$ cat config.mk
export PLATFORM = sky130hd
export DESIGN_NAME = c8dp_core
export DESIGN_NICKNAME = d
export VERILOG_FILES = /design/src/c8dp_pkg.sv /design/src/c8dp_stk_if.sv /design/src/c8dp_core.sv /design/src/c8dp_stack_mem.sv
export VERILOG_INCLUDE_DIRS = /design/src /design/src/src
export SDC_FILE = /design/constraint.sdc
export NUM_CORES = 1
export LEC_CHECK = 0
export ABC_CLOCK_PERIOD_IN_PS = 3900
export BUFFER_PORTS_ARGS = -buffer_cell sky130_fd_sc_hd__clkbuf_2
export CAP_MARGIN = 40
export CORE_AREA = 2 2 241 243
export DETAILED_ROUTE_END_ITERATION = 10
export DIE_AREA = 0 0 243 245
export GPL_ROUTABILITY_DRIVEN = 0
export GPL_TIMING_DRIVEN = 1
export PLACE_DENSITY = 0.71
export SLEW_MARGIN = 25
export SYNTH_ARGS = -nofsm -noshare
export SYNTH_HDL_FRONTEND = slang
export SYNTH_HIERARCHICAL = 1
export SYNTH_SLANG_ARGS = --single-unit
$ cat constraint.sdc
create_clock -name clk_in -period 3.9 [get_ports clk_in]
set_input_delay 0 -clock clk_in [delete_from_list [all_inputs] [get_ports clk_in]]
set_output_delay 0 -clock clk_in [all_outputs]
set_load 0.02 [all_outputs]
$ cat src/c8dp_map.svh
// register map, field positions and reset values of the 8-bit datapath
// ==========================================================
`ifndef C8DP_MAP_SVH
`define C8DP_MAP_SVH
// ==========================================================
// register offsets
`define C8DP_OFF_A     8'h00
`define C8DP_OFF_X     8'h04
`define C8DP_OFF_Y     8'h08
`define C8DP_OFF_FLAGS 8'h0c
`define C8DP_OFF_SP    8'h10
`define C8DP_OFF_OPND  8'h14
`define C8DP_OFF_CMD   8'h18
`define C8DP_OFF_STAT  8'h1c
`define C8DP_OFF_PC    8'h20
// ==========================================================
// command fields
`define C8DP_CMD_OP    4:0
`define C8DP_CMD_DST   9:8
`define C8DP_CMD_SRC   13:12
// ==========================================================
// flag bit positions in the flags register
`define C8DP_F_C  0
`define C8DP_F_Z  1
`define C8DP_F_N  2
`define C8DP_F_I0 3
`define C8DP_F_H  4
`define C8DP_F_I1 5
// ==========================================================
// status bits
`define C8DP_S_BUSY 0
`define C8DP_S_HALT 1
`define C8DP_S_BR   2
// ==========================================================
// reset values and sizes
`define C8DP_SP_MAX   6'h3f
`define C8DP_STK_AW   6
`define C8DP_STK_DEP  64
`define C8DP_RST_BYTE 8'h00
`define C8DP_RST_PC   16'h0000
`define C8DP_RST_I    1'b1
`endif

$ cat src/c8dp_pkg.sv
// types shared by the 8-bit datapath files
package c8dp_pkg;
  typedef enum logic [4:0] {
    OP_IDLE  = 5'h00, OP_MOVE = 5'h01, OP_PROD = 5'h02, OP_NEG  = 5'h03,
    OP_OR    = 5'h04, OP_XOR  = 5'h05, OP_SUB  = 5'h06, OP_SBC  = 5'h07,
    OP_SLA   = 5'h08, OP_SLL  = 5'h09, OP_SRL  = 5'h0a, OP_SRA  = 5'h0b,
    OP_RLC   = 5'h0c, OP_RRC  = 5'h0d, OP_SWAP = 5'h0e, OP_CLRC = 5'h0f,
    OP_SETC  = 5'h10, OP_ION  = 5'h11, OP_IOFF = 5'h12, OP_TRAP = 5'h13,
    OP_HALT  = 5'h14, OP_POP  = 5'h15, OP_PUSH = 5'h16, OP_RSP  = 5'h17,
    OP_TEST  = 5'h18, OP_BR   = 5'h19
  } c8dp_op_t;
  // operand select; for push and pop the last code means the flags register
  typedef enum logic [1:0] {
    SEL_A = 2'h0, SEL_X = 2'h1, SEL_Y = 2'h2, SEL_M = 2'h3
  } c8dp_sel_t;
  typedef enum logic [1:0] {
    ST_IDLE = 2'b00, ST_EXEC = 2'b01, ST_POPRD = 2'b10, ST_HALT = 2'b11
  } c8dp_st_t;
endpackage

$ cat src/c8dp_stk_if.sv
// stack memory port between core and stack memory
`timescale 1ns/1ps
interface c8dp_stk_if;
  logic       we;
  logic [5:0] waddr;
  logic [7:0] wdata;
  logic [5:0] raddr;
  logic [7:0] rdata;
  modport core (output we, output waddr, output wdata, output raddr, input rdata);
  modport mem  (input we, input waddr, input wdata, input raddr, output rdata);
endinterface

$ cat src/c8dp_core.sv
// execution datapath with apb register access
`timescale 1ns/1ps
`include "c8dp_map.svh"
module c8dp_core (
  input  wire logic        clk_in,
  input  wire logic        nrst_in,
  input  wire logic        psel_in,
  input  wire logic        penable_in,
  input  wire logic        pwrite_in,
  input  wire logic [7:0]  paddr_in,
  input  wire logic [31:0] pwdata_in,
  output logic      [31:0] prdata_out,
  output logic             pready_out,
  output logic             pslverr_out,
  input  wire logic        irq_in,
  output logic             swi_out,
  output logic             halted_out
);
  // ==========================================================
  // reset release
  logic rst_s_q;
  logic rst_n;

  always_ff @(posedge clk_in or negedge nrst_in)
  begin
    if (!nrst_in)
    begin
      rst_s_q <= 1'b0;
      rst_n   <= 1'b0;
    end
    else
    begin
      rst_s_q <= 1'b1;
      rst_n   <= rst_s_q;
    end
  end

  // ==========================================================
  // interrupt pin synchroniser
  logic irq_s1_q;
  logic irq_s2_q;
  logic irq_s3_q;
  logic irq_lvl_q;

  always_ff @(posedge clk_in or negedge rst_n)
  begin
    if (!rst_n)
    begin
      irq_s1_q  <= 1'b0;
      irq_s2_q  <= 1'b0;
      irq_s3_q  <= 1'b0;
      irq_lvl_q <= 1'b0;
    end
    else
    begin
      irq_s1_q <= irq_in;
      irq_s2_q <= irq_s1_q;
      irq_s3_q <= irq_s2_q;
      // glitch guard: accept a change only once two stages agree
      if (irq_s2_q == irq_s3_q)
      begin
        irq_lvl_q <= irq_s3_q;
      end
    end
  end

  // ==========================================================
  // state
  c8dp_pkg::c8dp_op_t  op_q;
  c8dp_pkg::c8dp_sel_t dst_q;
  c8dp_pkg::c8dp_sel_t src_q;
  c8dp_pkg::c8dp_st_t  st_q;
  logic [7:0]          gpr_q [4];
  logic                i1_q, h_q, i0_q, n_q, z_q, c_q;
  logic [5:0]          sp_q;
  logic [15:0]         pc_q;
  logic                br_q;
  logic [7:0]          flags_b;
  logic [7:0]          val;
  logic [7:0]          srcv;
  logic [7:0]          res;
  logic                nf, zf, cf, hf, wb, nz, to_a, taken;
  logic [15:0]         prod;
  logic [15:0]         disp;
  logic                exec, popd, setup, wr_ok, hit;
  c8dp_stk_if          stk ();

  c8dp_stack_mem u_stk (
    .clk_in (clk_in),
    .bus    (stk)
  );

  localparam logic [7:0] GOFF [4] = '{`C8DP_OFF_A, `C8DP_OFF_X,
                                      `C8DP_OFF_Y, `C8DP_OFF_OPND};

  assign exec    = (st_q == c8dp_pkg::ST_EXEC);
  assign popd    = (st_q == c8dp_pkg::ST_POPRD);
  assign flags_b = {2'b00, i1_q, h_q, i0_q, n_q, z_q, c_q};
  assign val     = gpr_q[dst_q];
  assign srcv    = gpr_q[src_q];
  assign prod    = 16'(gpr_q[c8dp_pkg::SEL_X]) * 16'(gpr_q[c8dp_pkg::SEL_A]);
  assign disp    = {{8{gpr_q[c8dp_pkg::SEL_M][7]}}, gpr_q[c8dp_pkg::SEL_M]};
  assign taken   = c_q | z_q;
  assign halted_out = (st_q == c8dp_pkg::ST_HALT);

  // ==========================================================
  // apb slave: zero wait states, errors decided in setup
  assign setup      = psel_in & ~penable_in;
  assign wr_ok      = psel_in & penable_in & pwrite_in & ~pslverr_out;
  assign pready_out = 1'b1;

  always_comb
  begin
    case (paddr_in)
      `C8DP_OFF_A, `C8DP_OFF_X, `C8DP_OFF_Y, `C8DP_OFF_FLAGS, `C8DP_OFF_SP,
      `C8DP_OFF_OPND, `C8DP_OFF_CMD, `C8DP_OFF_STAT, `C8DP_OFF_PC: hit = 1'b1;
      default: hit = 1'b0;
    endcase
  end

  always_ff @(posedge clk_in or negedge rst_n)
  begin
    if (!rst_n)
    begin
      prdata_out  <= 32'h0;
      pslverr_out <= 1'b0;
    end
    else if (setup)
    begin
      pslverr_out <= ~hit;
      case (paddr_in)
        `C8DP_OFF_A:     prdata_out <= {24'h0, gpr_q[c8dp_pkg::SEL_A]};
        `C8DP_OFF_X:     prdata_out <= {24'h0, gpr_q[c8dp_pkg::SEL_X]};
        `C8DP_OFF_Y:     prdata_out <= {24'h0, gpr_q[c8dp_pkg::SEL_Y]};
        `C8DP_OFF_OPND:  prdata_out <= {24'h0, gpr_q[c8dp_pkg::SEL_M]};
        `C8DP_OFF_FLAGS: prdata_out <= {24'h0, flags_b};
        `C8DP_OFF_SP:    prdata_out <= {26'h0, sp_q};
        `C8DP_OFF_CMD:   prdata_out <= {18'h0, src_q, 2'h0, dst_q, 3'h0, op_q};
        `C8DP_OFF_STAT:  prdata_out <= {29'h0, br_q, halted_out, st_q != c8dp_pkg::ST_IDLE};
        `C8DP_OFF_PC:    prdata_out <= {16'h0, pc_q};
        default:         prdata_out <= 32'h0;
      endcase
    end
  end

  // ==========================================================
  // command sequencer; commands written while busy are dropped
  always_ff @(posedge clk_in or negedge rst_n)
  begin
    if (!rst_n)
    begin
      st_q  <= c8dp_pkg::ST_IDLE;
      op_q  <= c8dp_pkg::OP_IDLE;
      dst_q <= c8dp_pkg::SEL_A;
      src_q <= c8dp_pkg::SEL_A;
    end
    else
    begin
      case (st_q)
        c8dp_pkg::ST_IDLE:
        begin
          if (wr_ok && paddr_in == `C8DP_OFF_CMD)
          begin
            op_q  <= c8dp_pkg::c8dp_op_t'(pwdata_in[`C8DP_CMD_OP]);
            dst_q <= c8dp_pkg::c8dp_sel_t'(pwdata_in[`C8DP_CMD_DST]);
            src_q <= c8dp_pkg::c8dp_sel_t'(pwdata_in[`C8DP_CMD_SRC]);
            st_q  <= c8dp_pkg::ST_EXEC;
          end
        end
        c8dp_pkg::ST_EXEC:
        begin
          if (op_q == c8dp_pkg::OP_POP)
          begin
            st_q <= c8dp_pkg::ST_POPRD;
          end
          else if (op_q == c8dp_pkg::OP_HALT)
          begin
            st_q <= c8dp_pkg::ST_HALT;
          end
          else
          begin
            st_q <= c8dp_pkg::ST_IDLE;
          end
        end
        c8dp_pkg::ST_POPRD: st_q <= c8dp_pkg::ST_IDLE;
        c8dp_pkg::ST_HALT:
        begin
          if (irq_lvl_q)
          begin
            st_q <= c8dp_pkg::ST_IDLE;
          end
        end
        default: st_q <= c8dp_pkg::ST_IDLE;
      endcase
    end
  end

  // ==========================================================
  // arithmetic and logic unit
  always_comb
  begin
    res  = val;
    cf   = c_q;
    hf   = h_q;
    wb   = 1'b0;
    nz   = 1'b0;
    to_a = 1'b0;
    case (op_q)
      c8dp_pkg::OP_MOVE: begin res = srcv; wb = 1'b1; nz = 1'b1; end
      c8dp_pkg::OP_PROD: begin hf = 1'b0; cf = 1'b0; end
      c8dp_pkg::OP_NEG:
      begin
        res = 8'h00 - val;
        cf  = (val != 8'h00);
        wb  = 1'b1;
        nz  = 1'b1;
      end
      c8dp_pkg::OP_OR:  begin res = gpr_q[0] | gpr_q[3]; to_a = 1'b1; nz = 1'b1; end
      c8dp_pkg::OP_XOR: begin res = gpr_q[0] ^ gpr_q[3]; to_a = 1'b1; nz = 1'b1; end
      c8dp_pkg::OP_SUB:
      begin
        {cf, res} = {1'b0, gpr_q[0]} - {1'b0, gpr_q[3]};
        to_a = 1'b1;
        nz   = 1'b1;
      end
      c8dp_pkg::OP_SBC:
      begin
        {cf, res} = {1'b0, gpr_q[0]} - {1'b0, gpr_q[3]} - {8'h00, c_q};
        to_a = 1'b1;
        nz   = 1'b1;
      end
      c8dp_pkg::OP_SLA, c8dp_pkg::OP_SLL:
      begin
        {cf, res} = {val, 1'b0};
        wb = 1'b1;
        nz = 1'b1;
      end
      c8dp_pkg::OP_SRL:  begin {res, cf} = {1'b0, val}; wb = 1'b1; nz = 1'b1; end
      c8dp_pkg::OP_SRA:  begin {res, cf} = {val[7], val}; wb = 1'b1; nz = 1'b1; end
      c8dp_pkg::OP_RLC:  begin {cf, res} = {val, c_q}; wb = 1'b1; nz = 1'b1; end
      c8dp_pkg::OP_RRC:  begin {res, cf} = {c_q, val}; wb = 1'b1; nz = 1'b1; end
      c8dp_pkg::OP_SWAP: begin res = {val[3:0], val[7:4]}; wb = 1'b1; nz = 1'b1; end
      c8dp_pkg::OP_TEST: nz = 1'b1;
      c8dp_pkg::OP_CLRC: cf = 1'b0;
      c8dp_pkg::OP_SETC: cf = 1'b1;
      default: res = val;
    endcase
    nf = nz ? res[7] : n_q;
    zf = nz ? (res == 8'h00) : z_q;
  end

  // ==========================================================
  // operand registers, one copy of the logic per register
  genvar gi;
  generate
    for (gi = 0; gi < 4; gi++)
    begin : g_gpr
      always_ff @(posedge clk_in or negedge rst_n)
      begin
        if (!rst_n)
        begin
          gpr_q[gi] <= `C8DP_RST_BYTE;
        end
        else if (exec && op_q == c8dp_pkg::OP_PROD && gi == 0)
        begin
          gpr_q[gi] <= prod[7:0];
        end
        else if (exec && op_q == c8dp_pkg::OP_PROD && gi == 1)
        begin
          gpr_q[gi] <= prod[15:8];
        end
        else if (exec && ((wb && dst_q == gi) || (to_a && gi == 0)))
        begin
          gpr_q[gi] <= res;
        end
        else if (popd && dst_q == gi && gi != 3)
        begin
          gpr_q[gi] <= stk.rdata;
        end
        else if (wr_ok && paddr_in == GOFF[gi])
        begin
          gpr_q[gi] <= pwdata_in[7:0];
        end
      end
    end
  endgenerate

  // ==========================================================
  // flags; trap and halt mask changes take the exec edge
  always_ff @(posedge clk_in or negedge rst_n)
  begin
    if (!rst_n)
    begin
      {i1_q, i0_q} <= {`C8DP_RST_I, `C8DP_RST_I};
      {h_q, n_q, z_q, c_q} <= 4'h0;
    end
    else if (exec)
    begin
      {h_q, n_q, z_q, c_q} <= {hf, nf, zf, cf};
      case (op_q)
        c8dp_pkg::OP_ION:  {i1_q, i0_q} <= 2'b10;
        c8dp_pkg::OP_IOFF: {i1_q, i0_q} <= 2'b11;
        c8dp_pkg::OP_TRAP: {i1_q, i0_q} <= 2'b11;
        c8dp_pkg::OP_HALT: {i1_q, i0_q} <= 2'b10;
        default: {i1_q, i0_q} <= {i1_q, i0_q};
      endcase
    end
    else if (popd && dst_q == c8dp_pkg::SEL_M)
    begin
      i1_q <= stk.rdata[`C8DP_F_I1];
      h_q  <= stk.rdata[`C8DP_F_H];
      i0_q <= stk.rdata[`C8DP_F_I0];
      n_q  <= stk.rdata[`C8DP_F_N];
      z_q  <= stk.rdata[`C8DP_F_Z];
      c_q  <= stk.rdata[`C8DP_F_C];
    end
    else if (wr_ok && paddr_in == `C8DP_OFF_FLAGS)
    begin
      i1_q <= pwdata_in[`C8DP_F_I1];
      h_q  <= pwdata_in[`C8DP_F_H];
      i0_q <= pwdata_in[`C8DP_F_I0];
      n_q  <= pwdata_in[`C8DP_F_N];
      z_q  <= pwdata_in[`C8DP_F_Z];
      c_q  <= pwdata_in[`C8DP_F_C];
    end
  end

  // ==========================================================
  // stack; grows downward, wraps silently on overflow
  assign stk.we    = exec && op_q == c8dp_pkg::OP_PUSH;
  assign stk.waddr = sp_q;
  assign stk.wdata = (dst_q == c8dp_pkg::SEL_M) ? flags_b : val;
  assign stk.raddr = sp_q + 6'h1;

  always_ff @(posedge clk_in or negedge rst_n)
  begin
    if (!rst_n)
    begin
      sp_q <= `C8DP_SP_MAX;
    end
    else if (exec && op_q == c8dp_pkg::OP_PUSH)
    begin
      sp_q <= sp_q - 6'h1;
    end
    else if (exec && op_q == c8dp_pkg::OP_POP)
    begin
      sp_q <= sp_q + 6'h1;
    end
    else if (exec && op_q == c8dp_pkg::OP_RSP)
    begin
      sp_q <= `C8DP_SP_MAX;
    end
  end

  // ==========================================================
  // program counter, branch status and trap pulse
  always_ff @(posedge clk_in or negedge rst_n)
  begin
    if (!rst_n)
    begin
      pc_q    <= `C8DP_RST_PC;
      br_q    <= 1'b0;
      swi_out <= 1'b0;
    end
    else
    begin
      swi_out <= exec && op_q == c8dp_pkg::OP_TRAP;
      if (exec && op_q == c8dp_pkg::OP_BR)
      begin
        br_q <= taken;
        pc_q <= pc_q + 16'h1 + (taken ? disp : 16'h0);
      end
      else if (exec)
      begin
        pc_q <= pc_q + 16'h1;
      end
    end
  end
endmodule // c8dp_core

$ cat src/c8dp_stack_mem.sv
// stack memory with registered read data
`timescale 1ns/1ps
`include "c8dp_map.svh"
module c8dp_stack_mem (
  input  wire logic   clk_in,
  c8dp_stk_if.mem     bus
);
  logic [7:0] mem_q [`C8DP_STK_DEP];

  // no reset: contents are undefined until pushed
  always_ff @(posedge clk_in)
  begin
    if (bus.we)
    begin
      mem_q[bus.waddr] <= bus.wdata;
    end
    bus.rdata <= mem_q[bus.raddr];
  end
endmodule // c8dp_stack_mem

==> reports/results.md <==
| Item | This run |
|:---|:---|
| Worst supply voltage drop on vdd | 0.350 mV |
| Final Instance Area | 35400 um2 |
| WHS Path Cells | 2 |
| Final critical path time including I/O delays and setup | 4.38 ns |
| Adder and majority cell fraction of the synthesized area | 5.44% |
| Core occupancy in the finished layout | 62.1% |
| Pwr/cell area | 354 nW/um2 |
| Number of antenna violations at the first check in global routing | 2 |
| Fraction of synthesized area in multiplexers | 13.4% |
| Total number of vias | 20400 |
| Detailed-route DRC error count | 0 |
| Failing checks | setup timing |
| Port bufs | 44 |
| Setup Slack @ Placement | -0.660 ns |
| Worst R2R End | gpr_q[22] |
| Fin. Hold Viols | 0 |
| Number of top-level design ports | 82 |
| GRT Residual Overflow | 0 |
| First drt pass iteration count | 8 |
| Outcome | finished with violations |
| Post-synthesis share of cell area spent on xor and xnor gates | 1.47% |
| Synthesized instance count | 2185 |
| # nets final | 2530 |
| Syn Area/Cell | 14.2 um2 |
| Later-pin clock latency in the skew report | 0.64 ns |
| Commonest non-fill, non-tap cell in the layout | sky130_fd_sc_hd__edfxtp_1 |
| Number of clock buffers inserted by TritonCTS | 57 |
| Worst slew margin | 42.7% |
| Primary FF master, synth | sky130_fd_sc_hd__edfxtp_1 |
| Main combinational cell family by area after synthesis | multiplexers |
| Clock root cell | sky130_fd_sc_hd__clkbuf_16 |
| Sequence of cells on the critical path | buf_4, and2_4, fa_1, fa_1, fa_1, inv_1, fa_1, inv_2, ha_4, or3_4, o21ai_4, nor3_4, a2111oi_4, buf_4, o21ai_2, xor2_1, nor2_1, o21ai_2 |
| Final WL | 81100 um |
| Critical path launch point type | register |
| Startpoint of the worst hold path | irq_in |
| Mean routed wirelength per cell | 25.5 um |
| Clock Sinks | 616 |
| Post-route worst setup slack | -0.478 ns |
| Sequential cell area fraction in the yosys report | 58.0% |
| Std-Cell Core Area | 57000 um2 |
| Die width | 243 um |
| CTS tree | built |
| First-pass GRT wire length | 123000 um |
| Critical register-to-register path startpoint | gpr_q[26] |
| Number of H-tree levels | 2 |
| Dpl hpwl | 55300 um |
| Crit path arrival time | 4.91 ns |
| Largest driver fanout on the critical path | 4 |
| Number of buffer and inverter instances along the worst setup path | 4 |
| Reg-to-reg setup timing slack | -0.48 ns |
| Vias/cell | 6.40 |
| Complex-gate fraction of the synthesized area | 9.41% |
| Critical path's largest stage delay | 0.52 ns |
| Starting density of the core | 54.2% |
| Area growth, synth to finish | 14.5% |
| Clock Path Buffers | 3 |
| Share of final-layout standard cells stronger than drive strength 1 | 25.1% |
| Count of flip-flops with a built-in enable after synthesis | 512 |
| Data required time at the worst endpoint | 4.43 ns |
| Antenna-violating nets left | 0 |
| Area of the multi-input gates | 12400 um2 |
| Logic depth of the worst register-to-register path | 18 |
| Post-synth design cell area | 30900 um2 |
| Final critical-path share of the clock period | 112% |
| Max Clk Rate | 228 MHz |
| Number of flip-flops and latches in the synthesized netlist | 616 |
| End point of the most critical hold path | irq_s1_q |
| Worst Setup Path Type | register to register |
| P_leak | 13.9 nW |
| Family with the most delay on the worst path | adder cells |
| 1st-iter DRT viols | 2289 |
| Row count | 88 |
| Most used cells in the layout excluding fill and tap cells | sky130_fd_sc_hd__edfxtp_1 (512), sky130_fd_sc_hd__buf_4 (171), sky130_fd_sc_hd__nor2_1 (150), sky130_fd_sc_hd__mux4_2 (143), sky130_fd_sc_hd__nand2_1 (120) |
| Fin. max-slew vios | 0 |
| Die Outline Area | 59500 um2 |
| Slowest cell on the critical path | sky130_fd_sc_hd__fa_1 |
| Antenna diode count | 0 |
| Vertical extent of the die | 245 um |
| Simple logic cell fraction of the synthesized area | 8.65% |
| Placement Cell Area | 33000 um2 |
| Clock slew at reported path FFs | 0.07 ns |
| Layout filler cell count | 4173 |
| Overall power after layout | 12.6 mW |
| Class of the tightest hold or removal check | input port to register |
| Maximum number of pins on one net before global-route repair | 65 |
| Final setup violating endpoints | 7 |
| Synth async-reset ratio | 15.6% |
| Pin slew with the least headroom to its limit | 0.856 ns |
| Crit end category | register |
| Count of cell types in the netlist | 94 |
| Synth warnings | 6 |
| Max_cap viols | 0 |
| CP Depth | 18 |
| Setup repair after global routing missed its margin | true |
| Worst setup skew after layout | 0.0391 ns |
| Number of global-route vias before repair | 20200 |
| Reg area | 18000 um2 |
| Tot GR Track Use | 27.2% |
| Cell with the most instances on the worst path | sky130_fd_sc_hd__fa_1 |
-- worst max-delay path by stage --
stage | start | end | slack (ns)
final | gpr_q[26] | gpr_q[22] | -0.48
after detailed placement | gpr_q[27] | gpr_q[22] | -0.66
after global routing | gpr_q[17] | gpr_q[19] | -0.61
after global placement | gpr_q[26] | gpr_q[22] | -0.54
after floorplan | gpr_q[26] | gpr_q[22] | -0.43
after CTS | gpr_q[21] | gpr_q[22] | -0.50
-- report_power, final --
part / switching [mW] / internal, mW / total (mW) / leakage [nW]
logic: 0.0883 / 0.0519 / 0.140 / 6.40
registers: 0.0101 / 7.04 / 7.05 / 6.62
clock network: 2.39 / 2.98 / 5.36 / 0.866
-- area by class of cell --
class / count / area share (%)
flip-flops and latches: 616 / 50.7
multi-input cells: 1355 / 34.9
repair buffers: 257 / 5.74
clock buffers: 82 / 4.49
well taps: 765 / 2.70
inverters: 86 / 0.932
clock inverters: 23 / 0.607
-- Yosys cell counts, types with 45 or more instances --
cell type                    n  area [um2]
sky130_fd_sc_hd__nor2_1    151         567
sky130_fd_sc_hd__dfrtp_1    88        2200
sky130_fd_sc_hd__inv_1      86         323
sky130_fd_sc_hd__mux2i_1    45         450
sky130_fd_sc_hd__ha_1       73         913
sky130_fd_sc_hd__a21oi_1    72         360
sky130_fd_sc_hd__edfxtp_1  512       15400
sky130_fd_sc_hd__mux4_2    143        3220
sky130_fd_sc_hd__o21ai_0    84         420
sky130_fd_sc_hd__clkbuf_1   69         259
sky130_fd_sc_hd__nand2_1   120         450
sky130_fd_sc_hd__and2_1     59         369
-- through the flow --
step	cells	hold WS (ns)	setup TNS [ns]
5_1_grt	3184	0.0574	-3.64
2_1_floorplan	2201	-0.296	-1.22
3_5_place_dp	3042	-0.201	-2.95
4_1_cts	3170	0.0443	-2.31
6_report	3184	0.0709	-2.62
3_3_place_gp	3039	-0.199	-2.38
-- sequential cells by signal (all words and copies together), names as in the netlist, 2 cells and up --
signal,cells
dst_q,2
op_q,5
prdata_out,16
pc_q,16
u_stk/bus.rdata,8
st_q,2
u_stk/mem_q,512
disp,8
sp_q,6
gpr_q,24
src_q,2
-- what timing repair did --
item                       CTS  global route
buffers inserted             6            11
setup endpoints to repair    8            13
hold endpoints to repair    35             1
pin swaps                   19            33
resized for setup           22            40
hold buffers                17             3
-- logic make-up after synthesis --
logic type,Yosys count
other,2
muxes,231
buffers and inverters,230
adders and majority gates,112
AOI/OAI and AO/OA,407
xor gates and xnor gates,52
DFF,616
and+or+nand+nor,535
-- layer usage --
metal  routed length (um)  track usage (%)  part of all wire, %
met1                31800             37.9                   39
met2                38100             43.2                   47
met3                 7840             4.90                  9.7
met4                 3360             10.1                  4.1
met5                   12                0                0.015
Note: power is estimated with default switching activity, not from simulation.
